### src/rtl/pswq_pkg.sv
// shared constants and types for the program segment wait sequencer
package pswq_pkg;
    // clock rate and time base
    localparam int unsigned CLK_HZ        = 10_000_000;
    localparam int unsigned TICK_PERIOD_MS = 1000;          // scaling below gives a one millisecond time base (TICK_CYCLES = 10000)
    localparam int unsigned TICK_CYCLES   = CLK_HZ / 1000 * TICK_PERIOD_MS / 1000;
    localparam int unsigned SECS_PER_MIN  = 60;

    // value widths
    localparam int unsigned VAL_W   = 16;                   // measured value in 0.1 % of span
    localparam int unsigned BAND_W  = 7;                    // band width in 0.1 % of span
    localparam logic [BAND_W-1:0] BAND_MAX = 7'h64;         // 10.0 % of span
    localparam logic [BAND_W-1:0] BAND_RESET = 7'h00;

    // timeout: major part 0..999, minor part 0..59
    localparam int unsigned MAJ_W = 10;
    localparam int unsigned MIN_W = 6;
    localparam logic [MAJ_W-1:0] MAJ_MAX = 10'h3E7;         // 999
    localparam logic [MIN_W-1:0] MIN_MAX = 6'h3B;           // 59
    localparam logic [15:0] PROG_TIME_RESET = 16'h0000;

    // per-segment end action codes
    typedef enum logic [3:0] {
        plain_continue    = 4'h0,
        hold_at_end       = 4'h1,
        switch_to_local   = 4'h2,
        wait_at_switch    = 4'h3,
        wait_in_interval  = 4'h4,
        release_then_local = 4'h5,
        link_pattern_one  = 4'h6,
        link_pattern_two  = 4'h7,
        link_pattern_three = 4'h8,
        link_pattern_four = 4'h9
    } pswq_action_type;

    // program time unit
    typedef enum logic {
        hour_minute_unit   = 1'b0,
        minute_second_unit = 1'b1
    } pswq_unit_type;

    // wait settings carried together
    typedef struct packed {
        logic               wait_enable;
        logic [BAND_W-1:0]  upper_band_width;
        logic [BAND_W-1:0]  lower_band_width;
        logic               timeout_off;
        logic [MAJ_W-1:0]   timeout_major;
        logic [MIN_W-1:0]   timeout_minor;
        pswq_unit_type      program_time_unit;
    } pswq_cfg_type;

    // sequencer state
    typedef enum logic [1:0] {
        ST_RUN      = 2'b00,
        ST_WAIT_SW  = 2'b01,
        ST_WAIT_IV  = 2'b10
    } pswq_state_type;
endpackage

### src/rtl/pswq_band.sv
// window comparator: is the measured value inside the wait band
`timescale 1ns/10ps
module pswq_band (
    input  wire logic [15:0] measured_value,   // measured value
    input  wire logic [15:0] target,           // band centre
    input  wire logic [6:0]  upper_band_width, // upper width
    input  wire logic [6:0]  lower_band_width, // lower width
    output logic             in_band           // inside band, combinational
);
    logic [16:0] hi_lim;
    logic [16:0] lo_lim;

    // widen by one bit so the limits never wrap near the ends of the span
    assign hi_lim  = {1'b0, target} + {10'h000, upper_band_width};
    assign lo_lim  = {1'b0, target} - {10'h000, lower_band_width};
    // inclusive on both edges; negative low limit counts as zero
    assign in_band = ({1'b0, measured_value} <= hi_lim) &&
                     (lo_lim[16] || ({1'b0, measured_value} >= lo_lim));
endmodule

### src/rtl/pswq_seq.sv
// program segment wait sequencer: segment-end and mid-segment wait handling
//
// How it works
// - at segment end with wait_at_switch and value outside band, enter wait
// - end-of-segment wait leaves and advances the cycle after value enters band
// - timeout expiry ends the wait and advances regardless of value
// - program time counter is frozen while waiting
// - timeout off means waiting lasts until value enters band
// - wait_in_interval enters wait whenever value leaves band mid-segment
// - mid-segment band centres on the current ramping setpoint
// - mid-segment wait ends and program resumes when value returns inside
// - timeout is ignored during mid-segment waits
// - end action code picks continue, wait at switch or wait in interval
// - hold action keeps end setpoint and keeps controlling there
// - local switch action changes to local setpoint at segment completion
// - release-then-local changes to local only on completion after release
// - link actions continue into another pattern; four with extended option
// - wait function has enable setting, disabled or enabled
// - each band width settable zero to ten percent of span
// - timeout is off or 0.00 to 999.59, minor digits count 0..59
// - timeout counted in hour.minute or minute.second program unit
`timescale 1ns/10ps
module pswq_seq (
    input  wire logic                  clk,                // 10 MHz clock
    input  wire logic                  nrst,               // sync reset, active low
    input  wire logic [15:0]           measured_value,     // measured value
    input  wire logic [15:0]           current_setpoint,   // ramping setpoint now
    input  wire logic [15:0]           segment_target,     // final target of segment
    input  wire logic [15:0]           local_setpoint,     // local setpoint
    input  wire logic                  segment_end,        // pulse: segment time done
    input  wire logic                  release_seen,       // pulse: release command
    input  wire logic                  extended_option,    // four-pattern link option
    input  wire pswq_pkg::pswq_action_type segment_end_action, // end action of segment
    input  wire pswq_pkg::pswq_cfg_type    cfg,            // wait settings
    output logic                       waiting,            // wait state
    output logic                       advance,            // pulse: go to next segment
    output logic                       time_tick,          // pulse: program time step, each 1 ms tick while running
    output logic [15:0]                program_time,       // program time, milliseconds
    output logic                       holding,            // hold end action active
    output logic                       local_mode,         // local setpoint in use
    output logic [15:0]                control_setpoint,   // setpoint to controller
    output logic                       link_valid,         // pulse: link requested
    output logic [1:0]                 link_pattern,       // linked pattern index
    output logic                       cfg_error           // settings out of range
);
    pswq_pkg::pswq_state_type state_reg;
    pswq_pkg::pswq_state_type state_next;
    logic [23:0]  div_reg;
    logic         tick;
    logic [5:0]   sec_reg;
    logic [5:0]   min_reg;
    logic [9:0]   maj_reg;
    logic         minor_step;
    logic         timeout_hit;
    logic         band_sw;
    logic         band_iv;
    logic         wait_on;
    logic         released_reg;
    logic         end_done;
    logic [15:0]  held_sp_reg;
    logic [6:0]   up_w;
    logic [6:0]   lo_w;

    // band widths clamp to ten percent of span
    assign up_w = (cfg.upper_band_width > pswq_pkg::BAND_MAX) ?
                  pswq_pkg::BAND_MAX : cfg.upper_band_width;
    assign lo_w = (cfg.lower_band_width > pswq_pkg::BAND_MAX) ?
                  pswq_pkg::BAND_MAX : cfg.lower_band_width;
    assign wait_on = cfg.wait_enable;

    // end-of-segment band centres on segment target
    pswq_band u_band_sw (
        .measured_value   (measured_value),
        .target           (segment_target),
        .upper_band_width (up_w),
        .lower_band_width (lo_w),
        .in_band          (band_sw)
    );

    // mid-segment band centres on the ramping setpoint
    pswq_band u_band_iv (
        .measured_value   (measured_value),
        .target           (current_setpoint),
        .upper_band_width (up_w),
        .lower_band_width (lo_w),
        .in_band          (band_iv)
    );

    // one-millisecond time base divider (10000 cycles at 10 MHz)
    always_ff @(posedge clk) begin
        if (!nrst || div_reg == 24'(pswq_pkg::TICK_CYCLES - 1)) begin
            div_reg <= 24'h000000;
        end else begin
            div_reg <= div_reg + 24'h000001;
        end
    end
    assign tick = (div_reg == 24'(pswq_pkg::TICK_CYCLES - 1));

    // program time runs only while operating
    always_ff @(posedge clk) begin
        if (!nrst) begin
            program_time <= pswq_pkg::PROG_TIME_RESET;
            time_tick    <= 1'b0;
        end else begin
            time_tick <= tick && state_reg == pswq_pkg::ST_RUN;
            if (tick && state_reg == pswq_pkg::ST_RUN) begin
                program_time <= program_time + 16'h0001;
            end
        end
    end

    // minor digit step: every 60 ticks (60 ms) in hour.minute, every tick (1 ms) in minute.second
    assign minor_step = tick && (cfg.program_time_unit == pswq_pkg::minute_second_unit ||
                                 sec_reg == 6'(pswq_pkg::SECS_PER_MIN - 1));

    // wait timer, counts only in end-of-segment waits
    always_ff @(posedge clk) begin
        if (!nrst || state_reg != pswq_pkg::ST_WAIT_SW) begin
            sec_reg <= 6'h00;
            min_reg <= 6'h00;
            maj_reg <= 10'h000;
        end else if (tick) begin
            sec_reg <= (sec_reg == 6'(pswq_pkg::SECS_PER_MIN - 1)) ? 6'h00 : sec_reg + 6'h01;
            if (minor_step) begin
                if (min_reg == pswq_pkg::MIN_MAX) begin
                    min_reg <= 6'h00;
                    maj_reg <= maj_reg + 10'h001;
                end else begin
                    min_reg <= min_reg + 6'h01;
                end
            end
        end
    end

    // expiry; a timeout of 0.00 expires at once, off never expires
    assign timeout_hit = !cfg.timeout_off &&
                         {maj_reg, min_reg} >= {cfg.timeout_major, cfg.timeout_minor};

    // segment end taken with no wait needed
    assign end_done = segment_end &&
        !(wait_on && segment_end_action == pswq_pkg::wait_at_switch && !band_sw);

    // next sequencer state
    always_comb begin
        state_next = state_reg;
        case (state_reg)
            pswq_pkg::ST_RUN: begin
                if (segment_end && wait_on &&
                    segment_end_action == pswq_pkg::wait_at_switch && !band_sw) begin
                    state_next = pswq_pkg::ST_WAIT_SW;
                end else if (!segment_end && wait_on &&
                    segment_end_action == pswq_pkg::wait_in_interval && !band_iv) begin
                    state_next = pswq_pkg::ST_WAIT_IV;
                end
            end
            pswq_pkg::ST_WAIT_SW: begin
                if (band_sw || timeout_hit || !wait_on) begin
                    state_next = pswq_pkg::ST_RUN;
                end
            end
            pswq_pkg::ST_WAIT_IV: begin
                if (band_iv || !wait_on) begin
                    state_next = pswq_pkg::ST_RUN;
                end
            end
            default: state_next = pswq_pkg::ST_RUN;
        endcase
    end

    // state register
    always_ff @(posedge clk) begin
        if (!nrst) begin
            state_reg <= pswq_pkg::ST_RUN;
        end else begin
            state_reg <= state_next;
        end
    end

    // wait and advance outputs, registered
    always_ff @(posedge clk) begin
        if (!nrst) begin
            waiting <= 1'b0;
            advance <= 1'b0;
        end else begin
            waiting <= state_next != pswq_pkg::ST_RUN;
            advance <= (state_reg == pswq_pkg::ST_RUN && end_done) ||
                       (state_reg == pswq_pkg::ST_WAIT_SW &&
                        state_next == pswq_pkg::ST_RUN);
        end
    end

    // release is remembered until the segment completes
    always_ff @(posedge clk) begin
        if (!nrst) begin
            released_reg <= 1'b0;
        end else if (release_seen) begin
            released_reg <= 1'b1; // set wins over the clear below
        end else if (segment_end) begin
            released_reg <= 1'b0;
        end
    end

    // end actions: hold, local switch, pattern link
    always_ff @(posedge clk) begin
        if (!nrst) begin
            holding      <= 1'b0;
            local_mode   <= 1'b0;
            held_sp_reg  <= 16'h0000;
            link_valid   <= 1'b0;
            link_pattern <= 2'h0;
        end else begin
            link_valid <= 1'b0;
            if (end_done && state_reg == pswq_pkg::ST_RUN) begin
                case (segment_end_action)
                    pswq_pkg::hold_at_end: begin
                        holding     <= 1'b1;
                        held_sp_reg <= current_setpoint;
                    end
                    pswq_pkg::switch_to_local: local_mode <= 1'b1;
                    pswq_pkg::release_then_local: begin
                        if (released_reg || release_seen) begin
                            local_mode <= 1'b1;
                        end
                    end
                    pswq_pkg::link_pattern_one: begin
                        link_valid   <= 1'b1;
                        link_pattern <= 2'h0;
                    end
                    pswq_pkg::link_pattern_two: begin
                        link_valid   <= 1'b1;
                        link_pattern <= 2'h1;
                    end
                    pswq_pkg::link_pattern_three, pswq_pkg::link_pattern_four: begin
                        link_valid   <= extended_option;
                        link_pattern <= (segment_end_action == pswq_pkg::link_pattern_three) ?
                                        2'h2 : 2'h3;
                    end
                    default: ;
                endcase
            end
        end
    end

    // setpoint handed to the controller
    always_ff @(posedge clk) begin
        if (!nrst) begin
            control_setpoint <= 16'h0000;
        end else if (local_mode) begin
            control_setpoint <= local_setpoint;
        end else if (holding) begin
            control_setpoint <= held_sp_reg;
        end else begin
            control_setpoint <= current_setpoint;
        end
    end

    // flags settings that lie beyond the documented ranges
    always_ff @(posedge clk) begin
        if (!nrst) begin
            cfg_error <= 1'b0;
        end else begin
            cfg_error <= cfg.upper_band_width > pswq_pkg::BAND_MAX ||
                         cfg.lower_band_width > pswq_pkg::BAND_MAX ||
                         (!cfg.timeout_off && (cfg.timeout_major > pswq_pkg::MAJ_MAX ||
                          cfg.timeout_minor > pswq_pkg::MIN_MAX));
        end
    end

    // end-of-segment wait, value in band: leave and advance next cycle
    a_sw_band_exit: assert property (@(posedge clk) disable iff (!nrst)
        state_reg == pswq_pkg::ST_WAIT_SW && band_sw |=> advance && !waiting)
        else $error("wait did not end on band entry");
    // entering wait at segment end
    a_sw_entry: assert property (@(posedge clk) disable iff (!nrst)
        state_reg == pswq_pkg::ST_RUN && segment_end && wait_on &&
        segment_end_action == pswq_pkg::wait_at_switch && !band_sw |=> waiting && !advance)
        else $error("no wait at segment end");
    // expiry ends the wait
    a_timeout_exit: assert property (@(posedge clk) disable iff (!nrst)
        state_reg == pswq_pkg::ST_WAIT_SW && timeout_hit |=> advance)
        else $error("timeout did not advance");
    // frozen time while waiting
    a_time_frozen: assert property (@(posedge clk) disable iff (!nrst)
        waiting && state_reg != pswq_pkg::ST_RUN |=> $stable(program_time))
        else $error("program time moved while waiting");
    // off timeout never ends a wait
    a_off_holds: assert property (@(posedge clk) disable iff (!nrst)
        state_reg == pswq_pkg::ST_WAIT_SW && cfg.timeout_off && !band_sw && wait_on
        |=> state_reg == pswq_pkg::ST_WAIT_SW)
        else $error("wait ended with timeout off");
    // mid-segment drift enters wait
    a_iv_entry: assert property (@(posedge clk) disable iff (!nrst)
        state_reg == pswq_pkg::ST_RUN && !segment_end && wait_on &&
        segment_end_action == pswq_pkg::wait_in_interval && !band_iv |=> waiting)
        else $error("no mid-segment wait");
    // mid-segment return resumes without advance
    a_iv_exit: assert property (@(posedge clk) disable iff (!nrst)
        state_reg == pswq_pkg::ST_WAIT_IV && band_iv |=> !waiting && !advance)
        else $error("mid-segment wait did not end");
    // timeout has no say mid-segment
    a_iv_no_tmo: assert property (@(posedge clk) disable iff (!nrst)
        state_reg == pswq_pkg::ST_WAIT_IV && !band_iv && wait_on |=> waiting)
        else $error("mid-segment wait ended early");
    // hold keeps the end setpoint
    a_hold_sp: assert property (@(posedge clk) disable iff (!nrst)
        holding && !local_mode |=> control_setpoint == $past(held_sp_reg))
        else $error("hold setpoint lost");
endmodule

### config.mk
export PLATFORM = sky130hd
export DESIGN_NAME = pswq_seq
export DESIGN_NICKNAME = d
export VERILOG_FILES = /design/src/rtl/pswq_pkg.sv /design/src/rtl/pswq_band.sv /design/src/rtl/pswq_seq.sv
export SDC_FILE = /design/constraint.sdc
export NUM_CORES = 1
export LEC_CHECK = 0
export BUFFER_PORTS_ARGS = -buffer_cell sky130_fd_sc_hd__buf_4
export CAP_MARGIN = 20
export CORE_MARGIN = 5
export CORE_UTILIZATION = 40
export DETAILED_ROUTE_END_ITERATION = 8
export SYNTH_ARGS = -nofsm -noshare
export SYNTH_HDL_FRONTEND = slang
export SYNTH_SLANG_ARGS = --single-unit
### constraint.sdc
create_clock -name clk -period 4.95 [get_ports clk]
set_clock_uncertainty 0.15 [all_clocks]
set_input_delay 0.99 -clock clk [delete_from_list [all_inputs] [get_ports clk]]
set_output_delay 0.99 -clock clk [all_outputs]
set_load 0.01 [all_outputs]
# Word-level counts from Yosys, hierarchy flattened
# Index checks and enable logic that the tools add are counted.
word_totals:
  register_bits: 106
  input_bits: 106
  wordCells: 120
op_classes:
  n_addsub: 9
  order_cmp: 9
  n_eq_ne: 16
  muxes: 18
  n_reduce_logical: 51
op_table:
  columns: ["operator", "count"]
  rows:
  - ["16-bit by 7-bit adder with 17-bit output", 2]
  - ["16-bit by 17-bit greater-or-equal comparator with 1-bit output", 2]
  - ["16-bit by 17-bit <= comparator with 1-bit output", 2]
  - ["16-bit by 7-bit subtractor with 17-bit output", 2]
  - ["16-bit 2-to-1 mux", 2]
  - ["24-bit by 1-bit adder with 24-bit output, second input constant", 1]
  - ["24-bit by 14-bit equality test with 1-bit output, second input constant", 1]
  - ["1-bit logical AND", 17]
  - ["16-bit by 1-bit adder with 16-bit output, second input constant", 1]
  - ["4-bit by 3-bit equality test with 1-bit output, second input constant", 4]
  - ["16-bit greater-or-equal comparator", 1]
  - ["7-bit > comparator, second input constant", 2]
  - ["7-bit 2-to-1 mux", 2]
  - ["1-bit logical OR", 13]
  - ["6-bit by 1-bit adder with 6-bit output, second input constant", 2]
  - ["6-bit equality test, second input constant", 2]
  - ["6-bit 2-to-1 mux", 2]
  - ["2-bit one-hot mux with 3 select lines", 2]
  - ["10-bit by 1-bit adder with 10-bit output, second input constant", 1]
  - ["10-bit > comparator, second input constant", 1]
  - ["4-bit by 2-bit equality test with 1-bit output, second input constant", 2]
  - ["4-bit equality test, second input constant", 2]
  - ["2-bit 2-to-1 mux", 4]
  - ["2-bit AND reduction", 4]
  - ["other kinds (14)", 29]

# Longest topological paths before layout
depth:
  depth_word: 14
  depth_mapped: 20
  depth_no_buf: 20

# Modules after synthesis
# From an unflattened synthesis, not the netlist that was laid out.
unflattened:
  cells_unflattened: 1053
  area_unflattened_um2: 8435.6
by_module_without_submodules:
  columns: ["mod", "n_inst", "cells_per_inst", "area_each_um2", "seq_area_each_um2"]
  rows:
  - ["pswq_seq", 1, 632, 5206.2, 2122.0]
  - ["pswq_band at u_band_iv", 1, 219, 1652.8, 0.0]
  - ["pswq_band at u_band_sw", 1, 202, 1576.5, 0.0]

# Worst setup path after synthesis
# OpenSTA, ideal clock, no wires.
synth_timing:
  path_kind: "input -> register"
  start: "in cfg[25] in the netlist's numbering"
  end: "reg waiting"
  setup_time_ns: 0.127
  arrival_ns: 4.411
  required_ns: 4.673
  path_slack_ns: 0.262
  cell_stages: 20
  path_buffers: 0
  cell_sequence: "o21ai_0 -> a21oi_1 -> nor2b_1 -> ha_1 -> inv_1 -> fa_1 -> nor2b_1 -> o21a_1 -> o21ai_0 -> a21oi_1 -> nand2_1 -> xor2_1 -> ha_1 -> a21o_1 -> a21o_1 -> a21o_1 -> a2111oi_0 -> a221oi_1 -> a31o_1 -> o21bai_1"
synth_via:
  elab_chain_cells: 11
  elab_cells_between_ends: 21
  cone_classes: "2 x add/sub; 3 x order compare; 6 x mux; 10 x reduce/logical"
synth_lines:
  columns: ["element", "line", "text"]
  rows:
  - ["start: declaration", "pswq_seq.sv:34", "input wire pswq_pkg::pswq_cfg_type cfg,"]
  - ["7-bit > comparator", "pswq_seq.sv:65", "assign up_w = (cfg.upper_band_width > pswq_pkg::BAND_MAX) ?"]
  - ["7-bit 2-to-1 mux (*)", "pswq_seq.sv:65", null]
  - ["16-bit by 7-bit adder with 17-bit output", "pswq_band.sv:14", "assign hi_lim = {1'b0, target} + {10'h000, upper_band_width};"]
  - ["16-bit by 17-bit <= comparator with 1-bit output", "pswq_band.sv:17", "assign in_band = ({1'b0, measured_value} <= hi_lim) &&"]
  - ["1-bit logical AND", "pswq_band.sv:17", null]
  - ["1-bit logical NOT", "pswq_seq.sv:152", "segment_end_action == pswq_pkg::wait_in_interval && !band_iv) begin"]
  - ["1-bit logical AND", "pswq_seq.sv:152", null]
  - ["2-bit 2-to-1 mux", "pswq_seq.sv:151", "end else if (!segment_end && wait_on &&"]
  - ["2-bit 2-to-1 mux", "pswq_seq.sv:148", "if (segment_end && wait_on &&"]
  - ["2-bit one-hot mux with 3 select lines (*)", "pswq_seq.sv:146", "case (state_reg)"]
  - ["2-bit nonzero test (*)", "pswq_seq.sv:185", "waiting <= state_next != pswq_pkg::ST_RUN;"]
  - ["end signal: assignment", "pswq_seq.sv:185", null]
  - ["end: declaration", "pswq_seq.sv:35", "output logic waiting,"]
# Mark *: on every way between the ends. The rest lies on a longest branch, timed or not.
# A chain may end at the register's enable or synchronous reset.

# Worst setup path after layout
layout_timing:
  start: "in cfg[21] in the netlist's numbering"
  end: "reg link_valid"
layout_via:
  elab_chain_cells: 12
layout_lines:
  columns: ["element", "line", "text"]
  rows:
  - ["7-bit > comparator", "pswq_seq.sv:67", "assign lo_w = (cfg.lower_band_width > pswq_pkg::BAND_MAX) ?"]
  - ["7-bit 2-to-1 mux (*)", "pswq_seq.sv:67", null]
  - ["16-bit by 7-bit subtractor with 17-bit output (*)", "pswq_band.sv:15", "assign lo_lim = {1'b0, target} - {10'h000, lower_band_width};"]
  - ["16-bit by 17-bit greater-or-equal comparator with 1-bit output", "pswq_band.sv:18", "(lo_lim[16] || ({1'b0, measured_value} >= lo_lim));"]
  - ["1-bit logical OR (*)", "pswq_band.sv:18", null]
  - ["1-bit logical AND (*)", "pswq_band.sv:17", null]
  - ["1-bit logical NOT (*)", "pswq_seq.sv:141", "!(wait_on && segment_end_action == pswq_pkg::wait_at_switch && !band_sw);"]
  - ["1-bit logical AND (*)", "pswq_seq.sv:141", null]
  - ["1-bit logical NOT (*)", "pswq_seq.sv:141", null]
  - ["1-bit logical AND (*)", "pswq_seq.sv:140", "assign end_done = segment_end &&"]
  - ["1-bit logical AND (*)", "pswq_seq.sv:213", "if (end_done && state_reg == pswq_pkg::ST_RUN) begin"]
  - ["2-bit AND reduction (no line) (*)", null, null]
  - ["end signal: assignment", "pswq_seq.sv:234", "link_valid <= extended_option;"]
  - ["end: declaration", "pswq_seq.sv:42", "output logic link_valid,"]
# Marked as above.

==> flow_metrics.env <==
export IMPL_endpoint_kind="flop"
export IMPL_leakage_nw=4.464
export IMPL_timing_max_cap_violations=0
export IMPL_start_kind="input port"
export IMPL_grtUsageTotal_pct=18.52
export IMPL_largest_reg_flops=24
export IMPL_rsz0062_at_grt="yes"
export IMPL_powerDensity_nw_per_um2=223.7
export IMPL_drtIter0Drc=276
export IMPL_slew_headroom_pct=31.95
export IMPL_vias=7395
export IMPL_critical_path_endpoint="link_valid$_SDFF_PN0_"
export IMPL_cts_sinks=106
export IMPL_clock_fmax_mhz=214.8
export IMPL_hold_buffers=0
export IMPL_worstPathMaxFanout=4
export IMPL_final_max_slew_viol_count=0
export IMPL_cp_required_ns=5.08
export IMPL_rr_worst_depth=8
export IMPL_final_common_cell="buf_4"
export IMPL_syn_num_nets=1234
export IMPL_wl_per_cell_um=15.17
export IMPL_ys_types=66
export IMPL_run_status="finished, final reports clean"
export IMPL_syn_area_um2=8197
export IMPL_insertion_delay_ns=0.35
export IMPL_rows=52
export IMPL_grt_pass1_vias=7230
export IMPL_synthArstFlopShare_pct=0
export IMPL_syn2layout_area_growth_pct=23.83
export IMPL_yosysSeqAreaShare_pct=25.89
export IMPL_r2r_start="div_reg[0]$_SDFF_PP0_"
export IMPL_via_per_inst=5.100
export IMPL_setup_viol=0
export IMPL_cts_tree="yes"
export IMPL_antenna_found_initial=0
export IMPL_clock_root_buffer="clkbuf_16"
export IMPL_mostFrequentLayoutCells="buf_4, nor2_1, ha_1, dfxtp_1, nand2_1"
export IMPL_cts_clk_slew_worst_paths_ns=0.07
export IMPL_route_detailed_drc=0
export IMPL_final_nets=1395
export IMPL_tightestPinTransition_ns=1.019
export IMPL_clock_path_buffers=2
export IMPL_period_share_pct=94.06
export IMPL_syn_area_per_cell_um2=8.083
export IMPL_grt_max_degree=60
export IMPL_grt_first_pass_wirelength_um=36140
export IMPL_io_buffers=146
export IMPL_hold_ws_ns=0.3055
export IMPL_dp_hpwl_um=17900
export IMPL_numCtsBuffers=9
export IMPL_diodes=0
export IMPL_critPathKind="input port to flop"
export IMPL_hold_start="held_sp_reg[2]$_SDFFE_PN0P_"
export IMPL_hold_viol=0
export IMPL_die_area_um2=23450
export IMPL_ys_ff_latch=106
export IMPL_firstDrtPassIters=6
export IMPL_start_util_pct=40.51
export IMPL_r2r_end="maj_reg[7]$_SDFFE_PP0P_"
export IMPL_fp_dieH_um=153.2
export IMPL_drt_total_wl_um=22000
export IMPL_h_tree_depth=3
export IMPL_cp_startpoint="cfg[21]"
export IMPL_layout_drive_gt1_share_pct=19.41
export IMPL_gr_total_overflow=0
export IMPL_ys_warn_count=0
export IMPL_total_power_w=0.002270
export IMPL_core_um2=20230
export IMPL_post_route_min_period_ns=4.656
export IMPL_synth_edff_count=0
export IMPL_max_vdd_ir_drop_uv=165.1
export IMPL_ant_nets=0
export IMPL_fin_setup_tns_ns=0
export IMPL_place_gp_congestion=0.8756
export IMPL_syn_inst=1014
export IMPL_ios=147
export IMPL_synth_flop_cell="dfxtp_1"
export IMPL_hp_class="flop to flop"
export IMPL_crit_arrival_ns=4.79
export IMPL_rrSetupSlack_ns=2.13
export IMPL_die_w_um=153.2
==> critical path: stages <==
cell and delay [ns]:
buf_4 0.12, nor3_1 0.18, o21a_1 0.17, ha_1 0.17
inv_1 0.06, fa_2 0.36, a41o_1 0.19, a41oi_1 0.16
nand2_1 0.14, o211ai_1 0.27, buf_4 0.18, nand2_1 0.06
xor2_1 0.14, ha_1 0.30, nand4_1 0.13, nor3b_2 0.21
a211oi_2 0.09, o21ai_0 0.20, o22ai_1 0.10, buf_4 0.18
a211oi_2 0.20, nor2b_1 0.18
==> repair_timing <==
item,CTS,global route
endpoints found under the setup margin,0,4
resized for setup,0,13
buffers inserted,0,1
==> kinds of logic (layout without fill, tap and decap cells) <==
| family | Yosys count | after routing | synth area share (%) |
|---|---|---|---|
| adders and majority gates | 117 | 117 | 18.13 |
| xor gates and xnor gates | 108 | 108 | 11.54 |
| DFF | 106 | 106 | 25.89 |
| buffers and inverters | 81 | 247 | 3.831 |
| AOI/OAI and AO/OA | 175 | 175 | 13.54 |
| and+or+nand+nor | 405 | 405 | 24.38 |
| muxes | 22 | 22 | 2.687 |
==> layout make-up <==
cell class	instances	area, um2
clock inverters	6	78.83
flip-flops and latches	106	2122
repair buffers	188	1411
clock buffers	10	239.0
inverters	43	161.4
multi-input cells	827	5799
fillers	2041	10080
well taps	270	337.8
==> worst min-delay path by stage <==
| stage | end | slack, ns | cells after the start |
|---|---|---|---|
| after CTS | held_sp_reg[2]$_SDFFE_PN0P_ | 0.31 | 2 |
| after detailed placement | held_sp_reg[2]$_SDFFE_PN0P_ | 0.30 | 2 |
| after global routing | held_sp_reg[10]$_SDFFE_PN0P_ | 0.33 | 2 |
| final | held_sp_reg[2]$_SDFFE_PN0P_ | 0.31 | 2 |
| after floorplan | div_reg[0]$_SDFF_PP0_ | 0.28 | 1 |
| after global placement | held_sp_reg[13]$_SDFFE_PN0P_ | 0.29 | 2 |
==> stage by stage <==
stage / utilization [%] / instance area (um2) / std cells / setup WS [ns]
floorplan: - / 8197 / 1014 / 0.2616
global placement: 48.38 / 9789 / 1433 / -0.1042
detailed placement: 48.38 / 9789 / 1433 / -0.2414
CTS: 49.95 / 10110 / 1449 / 0.1107
global route: 50.16 / 10150 / 1450 / -0.02007
finish: 50.16 / 10150 / 1450 / 0.2942
==> synthesized netlist by cell type (all sizes together) (2+ instances only) <==
cell type    n  share of area (%)
nor3b        6               0.55
nor2       140                6.4
o21a         5               0.46
buf          4               0.31
fa           4               0.98
o221ai       2               0.21
a21o        15                1.4
o2111ai      4               0.50
o21bai       4               0.37
nand3b       2               0.18
a211oi      10               0.92
a31oi        3               0.23
xnor2       35                3.7
xor2        73                7.8
inv         43                2.0
dfxtp      106                 26
o22ai        3               0.23
a211o        4               0.43
nor3        15                1.1
a21oi       70                4.3
o21ai       31                1.9
and4         4               0.43
nand2       83                3.8
o31ai        4               0.37
a22oi        2               0.24
mux2i       22                2.7
or4          3               0.27
nand4       32                2.5
and3        26                2.0
maj3         3               0.37
nand2b       7               0.53
o211ai       9               0.99
nor4        10               0.84
and2        11               0.87
clkbuf      34                1.6
or2          3               0.23
nor2b       17                1.3
nand3       35                2.2
a41oi        2               0.21
or3          5               0.38
ha         110                 17
==> power by group <==
part | leakage, nW | internal [W] | switching (W) | total (W)
clock network | 0.158 | 0.000418 | 0.000340 | 0.000758
registers | 0.860 | 0.000868 | 0.00000685 | 0.000875
logic | 3.45 | 0.000306 | 0.000331 | 0.000637
total | 4.46 | 0.00159 | 0.000679 | 0.00227
==> routing by layer <==
metal | routed length [um] | GRT usage [%] | up-vias
li1 | - | - | 3891
met4 | 165 | 2.673 | 0
met2 | 10280 | 31.83 | 138
met3 | 1356 | 5.428 | 12
met5 | 0 | 0 | -
met1 | 10200 | 23.59 | 3354
Power figures use the tool's default switching activity.
